--- config.mk ---
export PLATFORM = sky130hd
export DESIGN_NAME = adc_control_logic
export DESIGN_NICKNAME = d
export VERILOG_FILES = /design/src/adc_control_pkg.sv /design/src/adc_control_logic.sv /design/src/adc_tad_gen.sv
export SDC_FILE = /design/constraint.sdc
export NUM_CORES = 1
export LEC_CHECK = 0
export BUFFER_PORTS_ARGS = -buffer_cell sky130_fd_sc_hd__buf_2
export CAP_MARGIN = 20
export CORE_ASPECT_RATIO = 0.7
export CORE_UTILIZATION = 25
export CTS_BUF_LIST = sky130_fd_sc_hd__clkbuf_2 sky130_fd_sc_hd__clkbuf_4 sky130_fd_sc_hd__clkbuf_8
export CTS_CLUSTER_SIZE = 20
export DETAILED_ROUTE_END_ITERATION = 10
export PLACE_DENSITY_LB_ADDON = 0.12
export SLEW_MARGIN = 25
export SYNTH_ARGS = -nofsm -noshare
export SYNTH_HDL_FRONTEND = slang
export SYNTH_HIERARCHICAL = 1
export SYNTH_SLANG_ARGS = --single-unit
export TNS_END_PERCENT = 10
--- constraint.sdc ---
create_clock -name pclk -period 2.15 [get_ports pclk]
set_input_delay 0.43 -clock pclk [delete_from_list [all_inputs] [get_ports pclk]]
set_output_delay 0.43 -clock pclk [all_outputs]
set_load 0.02 [all_outputs]
--- src/adc_control_pkg.sv ---
package adc_control_pkg;

    ////////////////////////////////////////////////////////////////////////
    // Register indices; the byte address is four times the index.
    localparam int unsigned APB_AW        = 8;
    localparam logic [5:0]  IDX_PIN_EN    = 6'h05;
    localparam logic [5:0]  IDX_CTL       = 6'h06;
    localparam logic [5:0]  IDX_CAL       = 6'h07;
    localparam logic [5:0]  IDX_RES_HIGH  = 6'h08;
    localparam logic [5:0]  IDX_RES_LOW   = 6'h09;
    localparam logic [5:0]  IDX_TRIM      = 6'h0a;
    localparam logic [5:0]  IDX_INT_STAT  = 6'h0b;
    localparam logic [5:0]  IDX_INT_MASK  = 6'h0c;

    ////////////////////////////////////////////////////////////////////////
    // Field positions.
    localparam int unsigned CTL_REF_SRC   = 7;
    localparam int unsigned CTL_RATE_LSB  = 5;
    localparam int unsigned CTL_GO        = 4;
    localparam int unsigned CTL_PWR       = 3;
    localparam int unsigned CTL_CHAN_LSB  = 0;
    localparam int unsigned CAL_HALF      = 2;
    localparam int unsigned LOW_REF_LSB   = 4;
    localparam int unsigned TRIM_LSB      = 6;
    localparam int unsigned INT_DONE      = 6;

    ////////////////////////////////////////////////////////////////////////
    // Reset values.
    localparam logic [7:0]  PIN_EN_RST    = 8'h00;
    localparam logic [7:0]  CTL_RST       = 8'h00;
    localparam logic [1:0]  REF_LEVEL_RST = 2'h0;
    localparam logic [1:0]  TRIM_RST      = 2'h0;

    ////////////////////////////////////////////////////////////////////////
    // Conversion clock codes and divider terminal counts.
    localparam logic [1:0]  RATE_DIV4     = 2'h0;
    localparam logic [1:0]  RATE_DIV1     = 2'h1;
    localparam logic [1:0]  RATE_DIV16    = 2'h2;
    localparam logic [1:0]  RATE_DIV2     = 2'h3;
    localparam logic [3:0]  TERM_DIV4     = 4'h3;
    localparam logic [3:0]  TERM_DIV1     = 4'h0;
    localparam logic [3:0]  TERM_DIV16    = 4'hf;
    localparam logic [3:0]  TERM_DIV2     = 4'h1;

    // Sample-and-hold lengths in converter clock periods per trim code.
    localparam logic [1:0]  TRIM_00       = 2'h0;
    localparam logic [1:0]  TRIM_01       = 2'h1;
    localparam logic [1:0]  TRIM_10       = 2'h2;
    localparam logic [3:0]  SH_TRIM_00    = 4'h8;
    localparam logic [3:0]  SH_TRIM_01    = 4'h4;
    localparam logic [3:0]  SH_TRIM_10    = 4'hc;
    localparam logic [3:0]  SH_TRIM_11    = 4'h2;

    ////////////////////////////////////////////////////////////////////////
    typedef enum logic [1:0] {
        ST_IDLE    = 2'b00,
        ST_SAMPLE  = 2'b01,
        ST_CONVERT = 2'b10
    } conv_state_e;

    typedef enum logic [1:0] {
        PIN_DIGITAL = 2'b00,
        PIN_ANALOG  = 2'b01,
        PIN_INT     = 2'b10
    } pin_fn_e;

    typedef struct packed {
        logic       power_on;
        logic       start;
        logic       sampling;
        logic       ref_external;
        logic [1:0] ref_level;
        logic       half_supply;
        logic [2:0] channel;
        logic       tad_tick;
    } conv_cmd_s;

    typedef struct packed {
        logic        done;
        logic [11:0] result;
    } conv_rsp_s;

    typedef struct packed {
        logic [3:0] div_cnt;
        logic [3:0] sh_cnt;
        logic       tick;
        logic       busy;
    } tad_state_s;

    typedef struct packed {
        conv_state_e state;
        logic [7:0]  pin_en;
        logic [7:0]  ctl;
        logic        half_sup;
        logic [1:0]  ref_level;
        logic [1:0]  trim;
        logic [11:0] result;
        logic        done_flag;
        logic        done_mask;
        logic        cap_ref_ext;
        logic [1:0]  cap_ref_level;
        logic        cap_half;
        logic [2:0]  cap_channel;
        logic        conv_start;
        logic [31:0] prdata;
    } ctl_state_s;

    localparam ctl_state_s CTL_STATE_RST = '{
        state:     ST_IDLE,
        pin_en:    PIN_EN_RST,
        ctl:       CTL_RST,
        ref_level: REF_LEVEL_RST,
        trim:      TRIM_RST,
        default:   '0
    };

endpackage

--- src/adc_control_logic.sv ---
// Implementation choice: the APB interface to the registers.
`timescale 1ns/100ps
`default_nettype none

module adc_control_logic (
    input  wire logic                             pclk,
    input  wire logic                             presetn,
    input  wire logic                             psel,
    input  wire logic                             penable,
    input  wire logic                             pwrite,
    input  wire logic [adc_control_pkg::APB_AW-1:0] paddr,
    input  wire logic [31:0]                      pwdata,
    output logic [31:0]                           prdata,
    output logic                                  pready,
    output logic                                  pslverr,
    input  wire logic                             ext_int_en,
    input  wire adc_control_pkg::conv_rsp_s       conv_rsp,
    output var adc_control_pkg::conv_cmd_s        conv_cmd,
    output logic [7:0]                            pin_analog,
    output var adc_control_pkg::pin_fn_e          pin0_fn,
    output logic                                  reference_pin_analog,
    output logic                                  irq
);
    import adc_control_pkg::*;

    ctl_state_s q;
    ctl_state_s d;
    logic [5:0] idx;
    logic       hit;
    logic       wr;
    logic       go_set;
    logic       hw_go_clr;
    logic       start_req;
    logic       tad_tick;
    logic       sample_busy;
    logic [7:0] rd_byte;

    ////////////////////////////////////////////////////////////////////////
    // Address decode and read multiplexer.
    assign idx = paddr[7:2];

    always_comb begin
        hit = (paddr[1:0] == 2'h0);
        rd_byte = 8'h00;
        case (idx)
            IDX_PIN_EN:   rd_byte = q.pin_en;
            IDX_CTL:      rd_byte = q.ctl;
            IDX_CAL: begin
                rd_byte[CAL_HALF] = q.half_sup;
            end
            IDX_RES_HIGH: rd_byte = q.result[11:4];
            IDX_RES_LOW: begin
                rd_byte[3:0] = q.result[3:0];
                rd_byte[LOW_REF_LSB+:2] = q.ref_level;
            end
            IDX_TRIM:     rd_byte[TRIM_LSB+:2] = q.trim;
            IDX_INT_STAT: rd_byte[INT_DONE] = q.done_flag;
            IDX_INT_MASK: rd_byte[INT_DONE] = q.done_mask;
            default:      hit = 1'b0;
        endcase
    end

    assign wr = psel && penable && pwrite && hit;
    assign go_set = wr && idx == IDX_CTL && pwdata[CTL_GO];
    assign start_req = q.state == ST_IDLE && q.ctl[CTL_GO] && q.ctl[CTL_PWR];

    ////////////////////////////////////////////////////////////////////////
    // Sample timing and converter clock.
    adc_tad_gen u_tad_gen (
        .pclk        (pclk),
        .presetn     (presetn),
        .run         (q.ctl[CTL_PWR]),
        .rate        (q.ctl[CTL_RATE_LSB+:2]),
        .trim        (q.trim),
        .start       (start_req),
        .tad_tick    (tad_tick),
        .sample_busy (sample_busy)
    );

    ////////////////////////////////////////////////////////////////////////
    // Register writes and the conversion sequencer.
    always_comb begin
        d = q;
        d.conv_start = 1'b0;
        hw_go_clr = 1'b0;
        if (psel && !penable) begin
            d.prdata = {24'h000000, rd_byte};
        end
        if (wr) begin
            case (idx)
                IDX_PIN_EN: d.pin_en = pwdata[7:0];
                IDX_CTL: begin
                    d.ctl = pwdata[7:0];
                    d.ctl[CTL_GO] = q.ctl[CTL_GO] | pwdata[CTL_GO];
                end
                IDX_CAL:      d.half_sup = pwdata[CAL_HALF];
                IDX_RES_LOW:  d.ref_level = pwdata[LOW_REF_LSB+:2];
                IDX_TRIM:     d.trim = pwdata[TRIM_LSB+:2];
                IDX_INT_STAT: begin
                    d.done_flag = q.done_flag & ~pwdata[INT_DONE];
                end
                IDX_INT_MASK: d.done_mask = pwdata[INT_DONE];
                default: begin
                end
            endcase
        end
        case (q.state)
            ST_IDLE: begin
                if (start_req) begin
                    d.cap_channel = q.ctl[CTL_CHAN_LSB+:3];
                    d.cap_ref_ext = q.ctl[CTL_REF_SRC];
                    d.cap_ref_level = q.ref_level;
                    d.cap_half = q.half_sup;
                    d.state = ST_SAMPLE;
                end
            end
            ST_SAMPLE: begin
                if (!q.ctl[CTL_PWR]) begin
                    hw_go_clr = 1'b1;
                    d.ctl[CTL_GO] = go_set;
                    d.state = ST_IDLE;
                end else if (!sample_busy) begin
                    d.conv_start = 1'b1;
                    d.state = ST_CONVERT;
                end
            end
            ST_CONVERT: begin
                if (!q.ctl[CTL_PWR]) begin
                    hw_go_clr = 1'b1;
                    d.ctl[CTL_GO] = go_set;
                    d.state = ST_IDLE;
                end else if (conv_rsp.done) begin
                    d.result = conv_rsp.result;
                    hw_go_clr = 1'b1;
                    d.ctl[CTL_GO] = go_set;
                    d.done_flag = 1'b1;
                    d.state = ST_IDLE;
                end
            end
            default: d.state = ST_IDLE;
        endcase
    end

    always_ff @(posedge pclk or negedge presetn) begin
        if (!presetn) begin
            q <= CTL_STATE_RST;
        end else begin
            q <= d;
        end
    end

    ////////////////////////////////////////////////////////////////////////
    // Outputs.
    assign prdata = q.prdata;
    assign pready = 1'b1;
    assign pslverr = psel && penable && !hit;
    assign irq = q.done_flag && q.done_mask;

    assign pin_analog = q.pin_en;
    assign reference_pin_analog = q.ctl[CTL_REF_SRC];

    always_comb begin
        if (ext_int_en) begin
            pin0_fn = PIN_INT;
        end else if (q.pin_en[0]) begin
            pin0_fn = PIN_ANALOG;
        end else begin
            pin0_fn = PIN_DIGITAL;
        end
    end

    always_comb begin
        conv_cmd.power_on = q.ctl[CTL_PWR];
        conv_cmd.start = q.conv_start;
        conv_cmd.sampling = q.state == ST_SAMPLE;
        conv_cmd.ref_external = q.cap_ref_ext;
        conv_cmd.ref_level = q.cap_ref_level;
        conv_cmd.half_supply = q.cap_half;
        conv_cmd.channel = q.cap_channel;
        conv_cmd.tad_tick = tad_tick;
    end

    ////////////////////////////////////////////////////////////////////////
    // Checks.
    property p_go_held;
        @(posedge pclk) disable iff (!presetn)
        q.ctl[CTL_GO] && !hw_go_clr |=> q.ctl[CTL_GO];
    endproperty
    a_go_held: assert property (p_go_held)
        else $error("Run bit dropped without a hardware clear.");

    property p_done_effects;
        @(posedge pclk) disable iff (!presetn)
        q.state == ST_CONVERT && q.ctl[CTL_PWR] && conv_rsp.done && !go_set
            |=> !q.ctl[CTL_GO] && q.done_flag
                && q.result == $past(conv_rsp.result)
                && q.state == ST_IDLE;
    endproperty
    a_done_effects: assert property (p_done_effects)
        else $error("Completion did not load result, clear run, set flag.");

    property p_flag_sticky;
        @(posedge pclk) disable iff (!presetn)
        q.done_flag && !(wr && idx == IDX_INT_STAT && pwdata[INT_DONE])
            |=> q.done_flag;
    endproperty
    a_flag_sticky: assert property (p_flag_sticky)
        else $error("Done flag cleared without a software write of one.");

    property p_flag_no_sw_set;
        @(posedge pclk) disable iff (!presetn)
        !q.done_flag && !(q.state == ST_CONVERT && conv_rsp.done)
            |=> !q.done_flag;
    endproperty
    a_flag_no_sw_set: assert property (p_flag_no_sw_set)
        else $error("Done flag set without a completion.");

    property p_pin_enable_write;
        @(posedge pclk) disable iff (!presetn)
        wr && idx == IDX_PIN_EN |=> pin_analog == $past(pwdata[7:0]);
    endproperty
    a_pin_enable_write: assert property (p_pin_enable_write)
        else $error("Analog pin routing does not follow the written value.");

    property p_pin0_priority;
        @(posedge pclk) disable iff (!presetn)
        (ext_int_en |-> pin0_fn == PIN_INT)
            and (!ext_int_en && q.pin_en[0] |-> pin0_fn == PIN_ANALOG);
    endproperty
    a_pin0_priority: assert property (p_pin0_priority)
        else $error("Shared pin priority violated.");

    property p_selection_held;
        @(posedge pclk) disable iff (!presetn)
        q.state != ST_IDLE ##1 q.state != ST_IDLE
            |-> $stable(conv_cmd.channel) && $stable(conv_cmd.half_supply)
                && $stable(conv_cmd.ref_external);
    endproperty
    a_selection_held: assert property (p_selection_held)
        else $error("Selection changed during a conversion.");

    property p_capture_at_start;
        @(posedge pclk) disable iff (!presetn)
        start_req |=> conv_cmd.channel == $past(q.ctl[CTL_CHAN_LSB+:3])
            && conv_cmd.half_supply == $past(q.half_sup)
            && conv_cmd.sampling ##1 conv_cmd.sampling || !q.ctl[CTL_PWR];
    endproperty
    a_capture_at_start: assert property (p_capture_at_start)
        else $error("Channel or half-supply not captured at start.");

    property p_ref_pin_write;
        @(posedge pclk) disable iff (!presetn)
        wr && idx == IDX_CTL
            |=> reference_pin_analog == $past(pwdata[CTL_REF_SRC]);
    endproperty
    a_ref_pin_write: assert property (p_ref_pin_write)
        else $error("Reference pin use does not follow the source bit.");

    property p_power_write;
        @(posedge pclk) disable iff (!presetn)
        wr && idx == IDX_CTL |=> conv_cmd.power_on == $past(pwdata[CTL_PWR]);
    endproperty
    a_power_write: assert property (p_power_write)
        else $error("Converter power does not follow the power bit.");

    property p_go_set_by_write;
        @(posedge pclk) disable iff (!presetn)
        go_set |=> q.ctl[CTL_GO];
    endproperty
    a_go_set_by_write: assert property (p_go_set_by_write)
        else $error("Writing one to the run bit did not set it.");

    property p_flag_w1c;
        @(posedge pclk) disable iff (!presetn)
        q.done_flag && wr && idx == IDX_INT_STAT && pwdata[INT_DONE]
            && !(q.state == ST_CONVERT && conv_rsp.done) |=> !q.done_flag;
    endproperty
    a_flag_w1c: assert property (p_flag_w1c)
        else $error("Writing one did not clear the done flag.");

    property p_half_write;
        @(posedge pclk) disable iff (!presetn)
        wr && idx == IDX_CAL |=> q.half_sup == $past(pwdata[CAL_HALF]);
    endproperty
    a_half_write: assert property (p_half_write)
        else $error("Half-supply enable does not follow the written value.");

    property p_ref_level_write;
        @(posedge pclk) disable iff (!presetn)
        wr && idx == IDX_RES_LOW
            |=> q.ref_level == $past(pwdata[LOW_REF_LSB+:2]);
    endproperty
    a_ref_level_write: assert property (p_ref_level_write)
        else $error("Internal level does not follow the written value.");

    property p_result_read_only;
        @(posedge pclk) disable iff (!presetn)
        wr && idx == IDX_RES_HIGH && !(q.state == ST_CONVERT && conv_rsp.done)
            |=> $stable(q.result);
    endproperty
    a_result_read_only: assert property (p_result_read_only)
        else $error("A software write changed the conversion result.");

endmodule

`default_nettype wire

--- src/adc_tad_gen.sv ---
`timescale 1ns/100ps
`default_nettype none

module adc_tad_gen (
    input  wire logic       pclk,
    input  wire logic       presetn,
    input  wire logic       run,
    input  wire logic [1:0] rate,
    input  wire logic [1:0] trim,
    input  wire logic       start,
    output logic            tad_tick,
    output logic            sample_busy
);
    import adc_control_pkg::*;

    tad_state_s q;
    tad_state_s d;
    logic [3:0] term;
    logic [3:0] sh_len;
    logic       wrap;

    ////////////////////////////////////////////////////////////////////////
    // Divider terminal count and sample length selection.
    always_comb begin
        case (rate)
            RATE_DIV4:  term = TERM_DIV4;
            RATE_DIV1:  term = TERM_DIV1;
            RATE_DIV16: term = TERM_DIV16;
            default:    term = TERM_DIV2;
        endcase
        case (trim)
            TRIM_00: sh_len = SH_TRIM_00;
            TRIM_01: sh_len = SH_TRIM_01;
            TRIM_10: sh_len = SH_TRIM_10;
            default: sh_len = SH_TRIM_11;
        endcase
    end

    // Each wrap of the divider ends one converter clock period.
    assign wrap = run && q.div_cnt >= term;

    always_comb begin
        d = q;
        d.tick = wrap;
        if (!run || start || wrap) begin
            d.div_cnt = '0;
        end else begin
            d.div_cnt = q.div_cnt + 4'h1;
        end
        if (start) begin
            d.busy = 1'b1;
            d.sh_cnt = sh_len;
        end else if (q.busy && wrap) begin
            d.sh_cnt = q.sh_cnt - 4'h1;
            d.busy = (q.sh_cnt != 4'h1);
        end
        if (!run) begin
            d.busy = 1'b0;
        end
    end

    always_ff @(posedge pclk or negedge presetn) begin
        if (!presetn) begin
            q <= '0;
        end else begin
            q <= d;
        end
    end

    assign tad_tick = q.tick;
    // Drops in the last period so the sequencer leaves after exactly N periods.
    assign sample_busy = q.busy && !(wrap && q.sh_cnt == 4'h1);

    ////////////////////////////////////////////////////////////////////////
    property p_div1_every_cycle;
        @(posedge pclk) disable iff (!presetn)
        run && rate == RATE_DIV1 ##1 run && rate == RATE_DIV1 |-> tad_tick;
    endproperty
    a_div1_every_cycle: assert property (p_div1_every_cycle)
        else $error("Divide-by-one clock did not tick every cycle.");

    property p_sample_len_00;
        @(posedge pclk) disable iff (!presetn)
        start && rate == RATE_DIV1 && trim == TRIM_00
            ##1 (run && rate == RATE_DIV1 && !start)[*8]
            |-> !sample_busy && $past(sample_busy) && $past(sample_busy, 7);
    endproperty
    a_sample_len_00: assert property (p_sample_len_00)
        else $error("Sample phase was not eight converter clocks.");

endmodule

`default_nettype wire
==> results by group, run 1 <==
Power
  – Combinational share of power: 0.170
  – Clock power share: 0.353
  – Leakage: about 2.2 nW
  – Switching portion of total power: 0.282
  – Internal: between 0.0015 and 0.002 W
  – Worst VDD drop: 0.305 mV
  – P_sw: 0.000743 W
  – Power per cell area: around 600 nW/µm²
  – Sequential share of power: 0.477

STA
  – Worst hold margin: around 65 ps
  – Unrepaired setup endpoints after global routing: true
  – Crit path time final: 2130 ps
  – Endpoints failing hold: 0
  – Setup WS post-layout: 16.2 ps
  – Final period util: 0.992
  – Slew of the pin with the lowest slew margin: 483 ps
  – Fin. max-slew vios: 0
  – # setup viols final: 0
  – Clock skew: 13.3 ps
  – Slew margin rel.: 0.669
  – FMAX: 469 MHz

Drt
  – Routed WL: 9370 µm
  – Via count: roughly 2600
  – Antenna viol nets, final: 0
  – Initial drt markers: between 100 and 150
  – Drt first pass iters: 5
  – Drt drc: 0
  – Avg WL per Cell: 15.7 µm
  – Number of vias per cell: 4.32

Synthesis
  – Area contributors post-synth: dfrtp_1 42%, buf_4 11%, mux2_2 8.1%, mux2_4 6.0%, ha_1 4.3%
  – Main synth FF type: dfrtp_1
  – Synth warn: 6
  – Proportion of netlist area held by the largest area contributor: 0.420
  – Post-synthesis cell area: 3750 µm²
  – Post-Syn Area per Cell: 11.1 µm²
  – EDFF count, synth: 0
  – Synth cell types: 57
  – Fraction of the yosys area taken by sequential cells: 0.420
  – Syn Inst Count: ~340
  – Ys async rst share: 1.00
  – Register bit count reported by yosys: 63
  – Synth area leader: dfrtp_1

Global route
  – GRT Overall Usage: 0.127
  – Initial antenna violation count: 0
  – First-pass GRT wire length: 14600 µm
  – Residual overflow from global routing: 0
  – Number of global-route vias before repair: 2563
  – Largest net degree at the start of global routing: 64

Setup path
  – Slowest cell on crit path: dfrtp_1
  – CP Cell Sequence: nand2b_4, ha_4, nand2b_4, a2111oi_4, nor2_4, a41oi_4, nand3_2, a31o_4
  – Largest incremental delay on the critical path: between 400 and 500 ps
  – Crit path arrival time: 2370 ps
  – Worst EP required: 2390 ps
  – Worst Setup End Kind: flop
  – Most used cell, CP: nand2b_4
  – Critical-path maximum fanout: 4
  – Startpoint type of the worst setup path: flop
  – Crit Path Class: reg -> reg

Layout
  – Final instance area: 4400 µm²
  – Non-filler cells, final: 597
  – Filler cells: roughly 1600
  – Inserted Diodes: 0
  – Share of layout cells above drive strength 1: 0.420
  – Final #Nets: 471
  – Area Growth Syn to Fin: 17.2%

Die
  – Initial Utilization: 0.256
  – Die Ht: 105 µm
  – Io pins: 116
  – CORE AREA: ~15000 µm²
  – Cell Rows: 37
  – Die ar.: 15500 µm²
  – Die width: 148 µm

Clock tree
  – CTS sink cnt: 63
  – CTS Root Cell: clkbuf_8
  – Skew-Pair Late Insertion Delay: 340 ps
  – Clock-pin transition on the worst setup and hold timing paths: roughly 70 ps
  – Clock tree buffer depth: 2
  – CTS tree: yes
  – CTS Buf Count: 9
  – H-tree Lvls: 3

Min path
  – Worst Hold Class: in -> async

Placed design
  – Pre-CTS setup slack: 71.0 ps
  – Port bufs: 66
  – Gpl congestion: 0.746
  – Placed inst area: 4160 µm²
  – DPL Wire Length: between 7000 and 8000 µm
  – Cells after DPL: 581

Flow run
  – Max-cap violations: 0

Status
  – Outcome: complete, no violations
metal layers:
metal	track usage	routed length, µm	vias up	share of wire
li1	-	-	1250	-
met1	0.197	5120	1253	0.55
met2	0.168	3690	72	0.39
met3	0.0382	475	7	0.051
met4	0.0287	76	0	0.0081
met5	0	0	-	0
synthesized netlist by cell type, types with 2 or more instances:
library cell  number
inv_1             12
o21ai_1            3
nor4b_2            5
nand4_1            4
xnor2_1            2
conb_1             2
o31a_1             2
mux2_4            15
nand3b_1           4
a221oi_1           3
or4_1              3
o21a_1             2
nand2_1           17
nor2_2             2
a31oi_1            4
clkbuf_1           4
nand2_4            2
or4b_4             2
mux2_1             2
nor2b_1            4
dfrtp_1           63
o22ai_1            2
nor3b_1            2
nand3_1            7
nor2_1            13
a22oi_1            3
buf_4             53
buf_1              2
a21oi_1            6
o31ai_1            5
and3_1            10
and2_1             2
a2111oi_0          3
ha_1              13
nand2b_1           5
o21ai_0            7
mux2_2            27
metrics by stage:
step           utilization  setup TNS, ps  power [W]
6_report             0.300              0    0.00263
5_1_grt              0.300          -72.1    0.00280
4_1_cts              0.295              0    0.00266
3_5_place_dp         0.283              0    0.00170
3_3_place_gp         0.283              0    0.00169
2_1_floorplan            -          -25.8    0.00158
cells in the final DEF, fill, tap and decap left out, types with 5 or more instances in the layout:
master,n
o31ai_1,5
nor2_1,12
conb_1,25
nor4b_2,5
buf_4,22
ha_1,11
o21ai_0,7
clkbuf_8,11
nand3_1,6
buf_2,66
inv_1,12
mux2_2,27
dfrtp_1,63
and3_1,10
mux2_4,15
nand2_1,17
a21oi_1,5
state kept, by name (all words and copies together) (netlist names):
register	flops
reference_pin_analog	1
pin_analog	8
u_tad_gen/q	9
u_tad_gen/tad_tick	1
prdata	8
conv_cmd	9
q	27
worst paths after layout:
path	start	end	slack, ps	depth (start not counted)
setup reg to reg	q[64]	q[75]	20	8
hold / removal	presetn	u_tad_gen/q[0]	60	2
min in group pclk	conv_rsp[11]	q[53]	320	2
setup / recovery	q[64]	q[75]	20	8
max in group asynchronous	presetn	prdata[4]	1740	2
hold reg to reg	prdata[1]	prdata[1]	480	2
cells by family (layout without fill, tap and decap cells):
logic type	count (synthesis)	in the layout	share of synthesized area
AND/OR/NAND/NOR	91	91	0.158
buffers and inverters	73	115	0.128
flip-flops	63	63	0.420
AO/OA/AOI/OAI	48	48	0.0937
multiplexers	44	44	0.147
adder cells (fa/ha/maj)	13	13	0.0433
XOR/XNOR	3	3	0.00700
other	2	25	0.00200
cell type report:
| type | count | area, µm² | share of cell area |
|---|---|---|---|
| clock buffer | 13 | 166 | 0.0378 |
| tap | 195 | 244 | 0.0555 |
| inverter | 12 | 45.0 | 0.0102 |
| multi-input combinational | 224 | 1850 | 0.420 |
| clock inverter | 1 | 5.00 | 0.00114 |
| timing repair buffer | 89 | 515 | 0.117 |
| sequential | 63 | 1580 | 0.358 |
critical path, delay by kind of cell (launching register included):
kind	cells	cell delay, ps
simple gates	4	470
fa+ha+maj	1	190
flops	1	440
compound gates	3	930
power by group through the flow:
stage	clock (W)	combinational (W)	sequential, W
final	0.000931	0.000448	0.00126
after CTS	0.000985	0.000420	0.00126
after global placement	0	0.000412	0.00128
after detailed placement	0	0.000420	0.00128
after floorplan	0	0.000313	0.00127
after global routing	0.00104	0.000497	0.00126
what timing repair did:
action	4_1_cts	5_1_grt
endpoints found under the setup margin	0	1
gates resized for setup	0	8
hold buffers	0	0
buffers inserted	0	2
Note: power is estimated with default switching activity, not from simulation.
==> inputs of run 2 (changes only) <==
==> constraint.sdc (replaced) <==
create_clock -name pclk -period 2.45 [get_ports pclk]
set_input_delay 0.49 -clock pclk [delete_from_list [all_inputs] [get_ports pclk]]
set_output_delay 0.49 -clock pclk [all_outputs]
set_load 0.02 [all_outputs]
==> results by group, run 2 (same netlist as run 1, synthesis figures left out) <==
Setup path
  – Worst R2R End: q[75]
  – Critical-path maximum fanout: 2
  – Flop2flop setup slack: 180 ps
  – Crit Path Class: reg -> reg
  – Crit path arrival time: between 2000 and 3000 ps
  – Startpoint type of the worst setup path: flop
  – Worst EP required: around 2700 ps
  – FF-to-FF path depth: 8
  – Worst Setup End Kind: flop
  – Reg2reg start: q[65]

Power
  – Power per cell area: 563 nW/µm²
  – Leakage: 2.21 nW
  – Pwr Total: roughly 0.0024 W
  – Worst VDD drop: 0.222 mV

Clock tree
  – CTS Root Cell: clkbuf_8
  – Clock-pin transition on the worst setup and hold timing paths: 70 ps
  – CTS tree: yes
  – Setup bufs post-CTS: 0
  – H-tree Lvls: 3
  – CTS Buf Count: 9
  – Clock tree buffer depth: 2
  – Post-CTS Resized: 0
  – CTS sink cnt: 63
  – Skew-Pair Late Insertion Delay: approximately 350 ps
  – CTS Hold Bufs: 0

Layout
  – Max reg flops: 27
  – Leading cell types in the layout, fill and taps excluded: 66 x buf_2, 63 x dfrtp_1, 27 x mux2_2
  – Area Growth Syn to Fin: 14.8%
  – Utilization after layout: 0.294
  – Most common cell after layout, fill and taps aside: buf_2
  – Largest Register: q
  – Inserted Diodes: 0
  – Share of layout cells above drive strength 1: 0.395
  – Final #Nets: 464
  – Final instance area: 4310 µm²

STA
  – Slew of the pin with the lowest slew margin: 657 ps
  – Endpoints failing hold: 0
  – Crit path time final: about 2300 ps
  – Unrepaired setup endpoints after global routing: false
  – Setup TNS: 0 ps
  – # setup viols final: 0
  – Worst hold margin: 144 ps
  – Slew margin rel.: 0.562
  – Clock skew: 8.67 ps
  – Final period util: 0.927
  – FMAX: 440 MHz
  – Fin. max-slew vios: 0

Drt
  – Drt first pass iters: 4
  – Initial drt markers: 134
  – Avg WL per Cell: 15.7 µm
  – Number of vias per cell: 4.39
  – Antenna viol nets, final: 0
  – Routed WL: between 9000 and 10000 µm
  – Via count: 2599
  – Drt drc: 0

Die
  – CORE AREA: around 15000 µm²
  – Initial Utilization: 0.256
  – Io pins: 116
  – Die width: 148 µm
  – Die Ht: between 100 and 150 µm
  – Cell Rows: 37
  – Die ar.: 15500 µm²

Flow run
  – Max-cap violations: 0

Global route
  – Number of global-route vias before repair: 2661
  – GRT Overall Usage: 0.128
  – First-pass GRT wire length: 14800 µm
  – Residual overflow from global routing: 0
  – Initial antenna violation count: 0
  – Largest net degree at the start of global routing: 27

Placed design
  – Gpl congestion: between 0.7 and 0.8
  – Port bufs: 66
  – Placed inst area: 4100 µm²
  – DPL Wire Length: slightly above 7000 µm

Status
  – Outcome: complete, no violations

Min path
  – Worst Hold Class: in -> async
-- run 2: per-stage QoR --
| stage | std cells | worst slack, ps |
|---|---|---|
| finish | 592 | 179 |
| global route | 592 | 47.5 |
| CTS | 592 | 139 |
| detailed placement | 576 | 156 |
| global placement | 576 | 180 |
| floorplan | 360 | 71.4 |
-- run 2: critical path, cell delays in order (launching register included) --
cell,delay (ps)
dfrtp_1,370
nand2b_1,140
ha_1,260
nand2b_4,140
a2111oi_4,380
nor2_2,90
a41oi_1,350
nand3_1,150
a31o_2,290
-- run 2: worst max path at each step --
stage                      from    end  depth (start not counted)
final                     q[65]  q[75]                          8
after global routing      q[65]  q[75]                          8
after CTS                 q[65]  q[75]                          8
after detailed placement  q[65]  q[75]                          8
after global placement    q[65]  q[75]                          8
after floorplan           q[65]  q[75]                          8
-- run 2: report_power, final --
part / leakage, nW / total (W) / switching (W) / internal, W
Sequential: 0.873 / 0.00110 / 0.0000259 / 0.00108
Clock: 0.113 / 0.000976 / 0.000415 / 0.000562
Combinational: 1.22 / 0.000350 / 0.000220 / 0.000130
Total: 2.21 / 0.00243 / 0.000660 / 0.00177
-- run 2: cell type report --
| cell class | count | area, µm² |
|---|---|---|
| Clock buffer | 13 | 173 |
| Clock inverter | 3 | 40.0 |
| Fill cell | 1564 | 10400 |
| Inverter | 12 | 45.0 |
| Multi-Input combinational cell | 224 | 1780 |
| Sequential cell | 63 | 1580 |
| Tap cell | 195 | 244 |
| Timing Repair Buffer | 82 | 450 |
-- run 2: metal layers --
metal / vias to the layer above / global-route usage / share of wire
met2: 73 / 0.174 / 0.39
met4: 0 / 0.0309 / 0.0097
met3: 10 / 0.0360 / 0.057
li1: 1234 / - / -
met1: 1282 / 0.194 / 0.54
met5: - / 0 / 0
==> inputs of run 3 (changes only) <==
--- a/config.mk
+++ b/config.mk
@@ -9,7 +9,7 @@
 export CAP_MARGIN = 20
 export CORE_ASPECT_RATIO = 0.7
 export CORE_UTILIZATION = 25
-export CTS_BUF_LIST = sky130_fd_sc_hd__clkbuf_2 sky130_fd_sc_hd__clkbuf_4 sky130_fd_sc_hd__clkbuf_8
+export CTS_BUF_LIST = sky130_fd_sc_hd__clkbuf_16
 export CTS_CLUSTER_SIZE = 20
 export DETAILED_ROUTE_END_ITERATION = 10
 export PLACE_DENSITY_LB_ADDON = 0.12
==> constraint.sdc (replaced) <==
create_clock -name pclk -period 2 [get_ports pclk]
set_input_delay 0.4 -clock pclk [delete_from_list [all_inputs] [get_ports pclk]]
set_output_delay 0.4 -clock pclk [all_outputs]
set_load 0.02 [all_outputs]
==> results by group, run 3 (same netlist as run 1, synthesis figures left out) <==
Clock tree
  – Clock tree buffer depth: 2
  – CTS sink cnt: 63
  – Skew-Pair Late Insertion Delay: 320 ps
  – CTS tree: yes
  – Clock-pin transition on the worst setup and hold timing paths: 50 ps
  – H-tree Lvls: 3
  – CTS Root Cell: clkbuf_16
  – CTS Buf Count: 9
  – CTS Hold Bufs: 0

Placed design
  – DPL Wire Length: 7050 µm
  – Port bufs: 66
  – Gpl congestion: 0.743
  – Placed inst area: between 4000 and 5000 µm²

Drt
  – Drt first pass iters: 4
  – Drt drc: 0
  – Number of vias per cell: around 4.3
  – Initial drt markers: 76
  – Antenna viol nets, final: 0
  – Avg WL per Cell: approximately 15 µm
  – Via count: 2606
  – Routed WL: 9120 µm

Global route
  – Initial antenna violation count: 0
  – Residual overflow from global routing: 0
  – Number of global-route vias before repair: 2547
  – First-pass GRT wire length: 14600 µm
  – Largest net degree at the start of global routing: 64
  – GRT Overall Usage: 0.126

STA
  – Clock skew: 6.47 ps
  – Endpoints failing hold: 0
  – Crit path time final: 2000 ps
  – Unrepaired setup endpoints after global routing: true
  – Final period util: 0.998
  – Slew margin rel.: 0.656
  – Fin. max-slew vios: 0
  – FMAX: 501 MHz
  – # setup viols final: 0
  – Slew of the pin with the lowest slew margin: 503 ps

Layout
  – Multi-input gate area: about 1800 µm²
  – Share of layout cells above drive strength 1: 0.425
  – Flip-flop and latch area: around 1600 µm²
  – Largest Register: q
  – Filler cells: between 1500 and 2000
  – Final instance area: 4560 µm²
  – Inserted Diodes: 0
  – Area Growth Syn to Fin: 21.5%
  – Most common cell after layout, fill and taps aside: buf_2
  – Final #Nets: 476
  – Leading cell types in the layout, fill and taps excluded: 66 x buf_2, 62 x dfrtp_1, 27 x mux2_2, 27 x buf_4, 25 x conb_1
  – Max reg flops: 27

Setup path
  – CP Cell Sequence: nand2b_4, ha_4, nand2b_4, a2111oi_4, nor2_4, a41oi_2, buf_4, inv_2, a21oi_2, a21oi_1
  – Crit Path Class: reg -> reg
  – Slowest cell on crit path: dfrtp_1
  – Worst Setup End Kind: flop
  – Startpoint type of the worst setup path: flop
  – Reg2reg start: q[65]
  – FF-to-FF path depth: 10
  – Critical-path maximum fanout: 2
  – Flop2flop setup slack: 4 ps
  – Worst EP required: ~2200 ps
  – Largest incremental delay on the critical path: 370 ps
  – Most used cell, CP: nand2b_4
  – Crit path arrival time: 2190 ps
  – Worst R2R End: q[76]

Power
  – Worst VDD drop: 0.352 mV
  – Leakage: 2.32 nW
  – Pwr Total: approximately 0.0034 W
  – Power per cell area: 750 nW/µm²

Status
  – Outcome: complete, no violations

Die
  – CORE AREA: 14700 µm²
  – Die width: 148 µm
  – Initial Utilization: 0.256
  – Die Ht: 105 µm
  – Io pins: between 100 and 150
  – Cell Rows: 37
  – Die ar.: 15500 µm²

Flow run
  – Max-cap violations: 0

Min path
  – Worst Hold Class: in -> async
[run 3: worst max-delay path: cells and delay by family, from the launching register on]
kind,cells,cell delay (ps)
AO/OA/AOI/OAI,4,720
AND/OR/NAND/NOR,3,380
flip-flops,1,370
adder cells (fa/ha/maj),1,230
buffers and inverters,2,190
[run 3: power by group]
| part | switching (W) | internal [W] | total [W] |
|---|---|---|---|
| combinational | 0.000283 | 0.000176 | 0.000458 |
| clock | 0.000537 | 0.00107 | 0.00161 |
| sequential | 0.0000342 | 0.00132 | 0.00135 |
[run 3: worst max-delay path by stage]
stage,startpoint,endpoint,cells past startpoint
final,q[65],q[76],10
after floorplan,q[65],q[75],8
after global placement,q[65],q[75],9
after global routing,q[65],q[75],8
after detailed placement,q[65],q[75],8
after CTS,q[65],q[75],8
[run 3: timing repair]
action / CTS / global route
pin swaps: 5 / 3
gates resized for setup: 5 / 3
setup endpoints to repair: 1 / 9
buffers inserted: 1 / 0
[run 3: metal layers]
metal,track usage,vias to the layer above,wire length [µm]
met2,0.162,62,3470
met5,0,-,0
li1,-,1270,-
met3,0.0333,5,373
met4,0.0331,0,49
met1,0.200,1269,5240
[run 3: metrics by stage]
stage          TNS, ps  setup WS [ps]  hold slack [ps]  cells   util
6_report             0           3.54             77.9    604  0.311
5_1_grt           -188          -91.1              112    604  0.311
4_1_cts          -88.3          -48.6              105    604  0.309
3_5_place_dp     -71.9          -71.9              454    587  0.286
3_3_place_gp     -48.6          -48.6              454    587  0.286
2_1_floorplan     -250           -176              104    360      -
[run 3: final cells by class]
cell class / instances / share of cell area
Clock buffer: 9 / 0.0494
Clock inverter: 7 / 0.0176
Inverter: 12 / 0.00988
Multi-Input combinational cell: 224 / 0.402
Sequential cell: 63 / 0.346
Tap cell: 195 / 0.0535
Timing Repair Buffer: 94 / 0.121
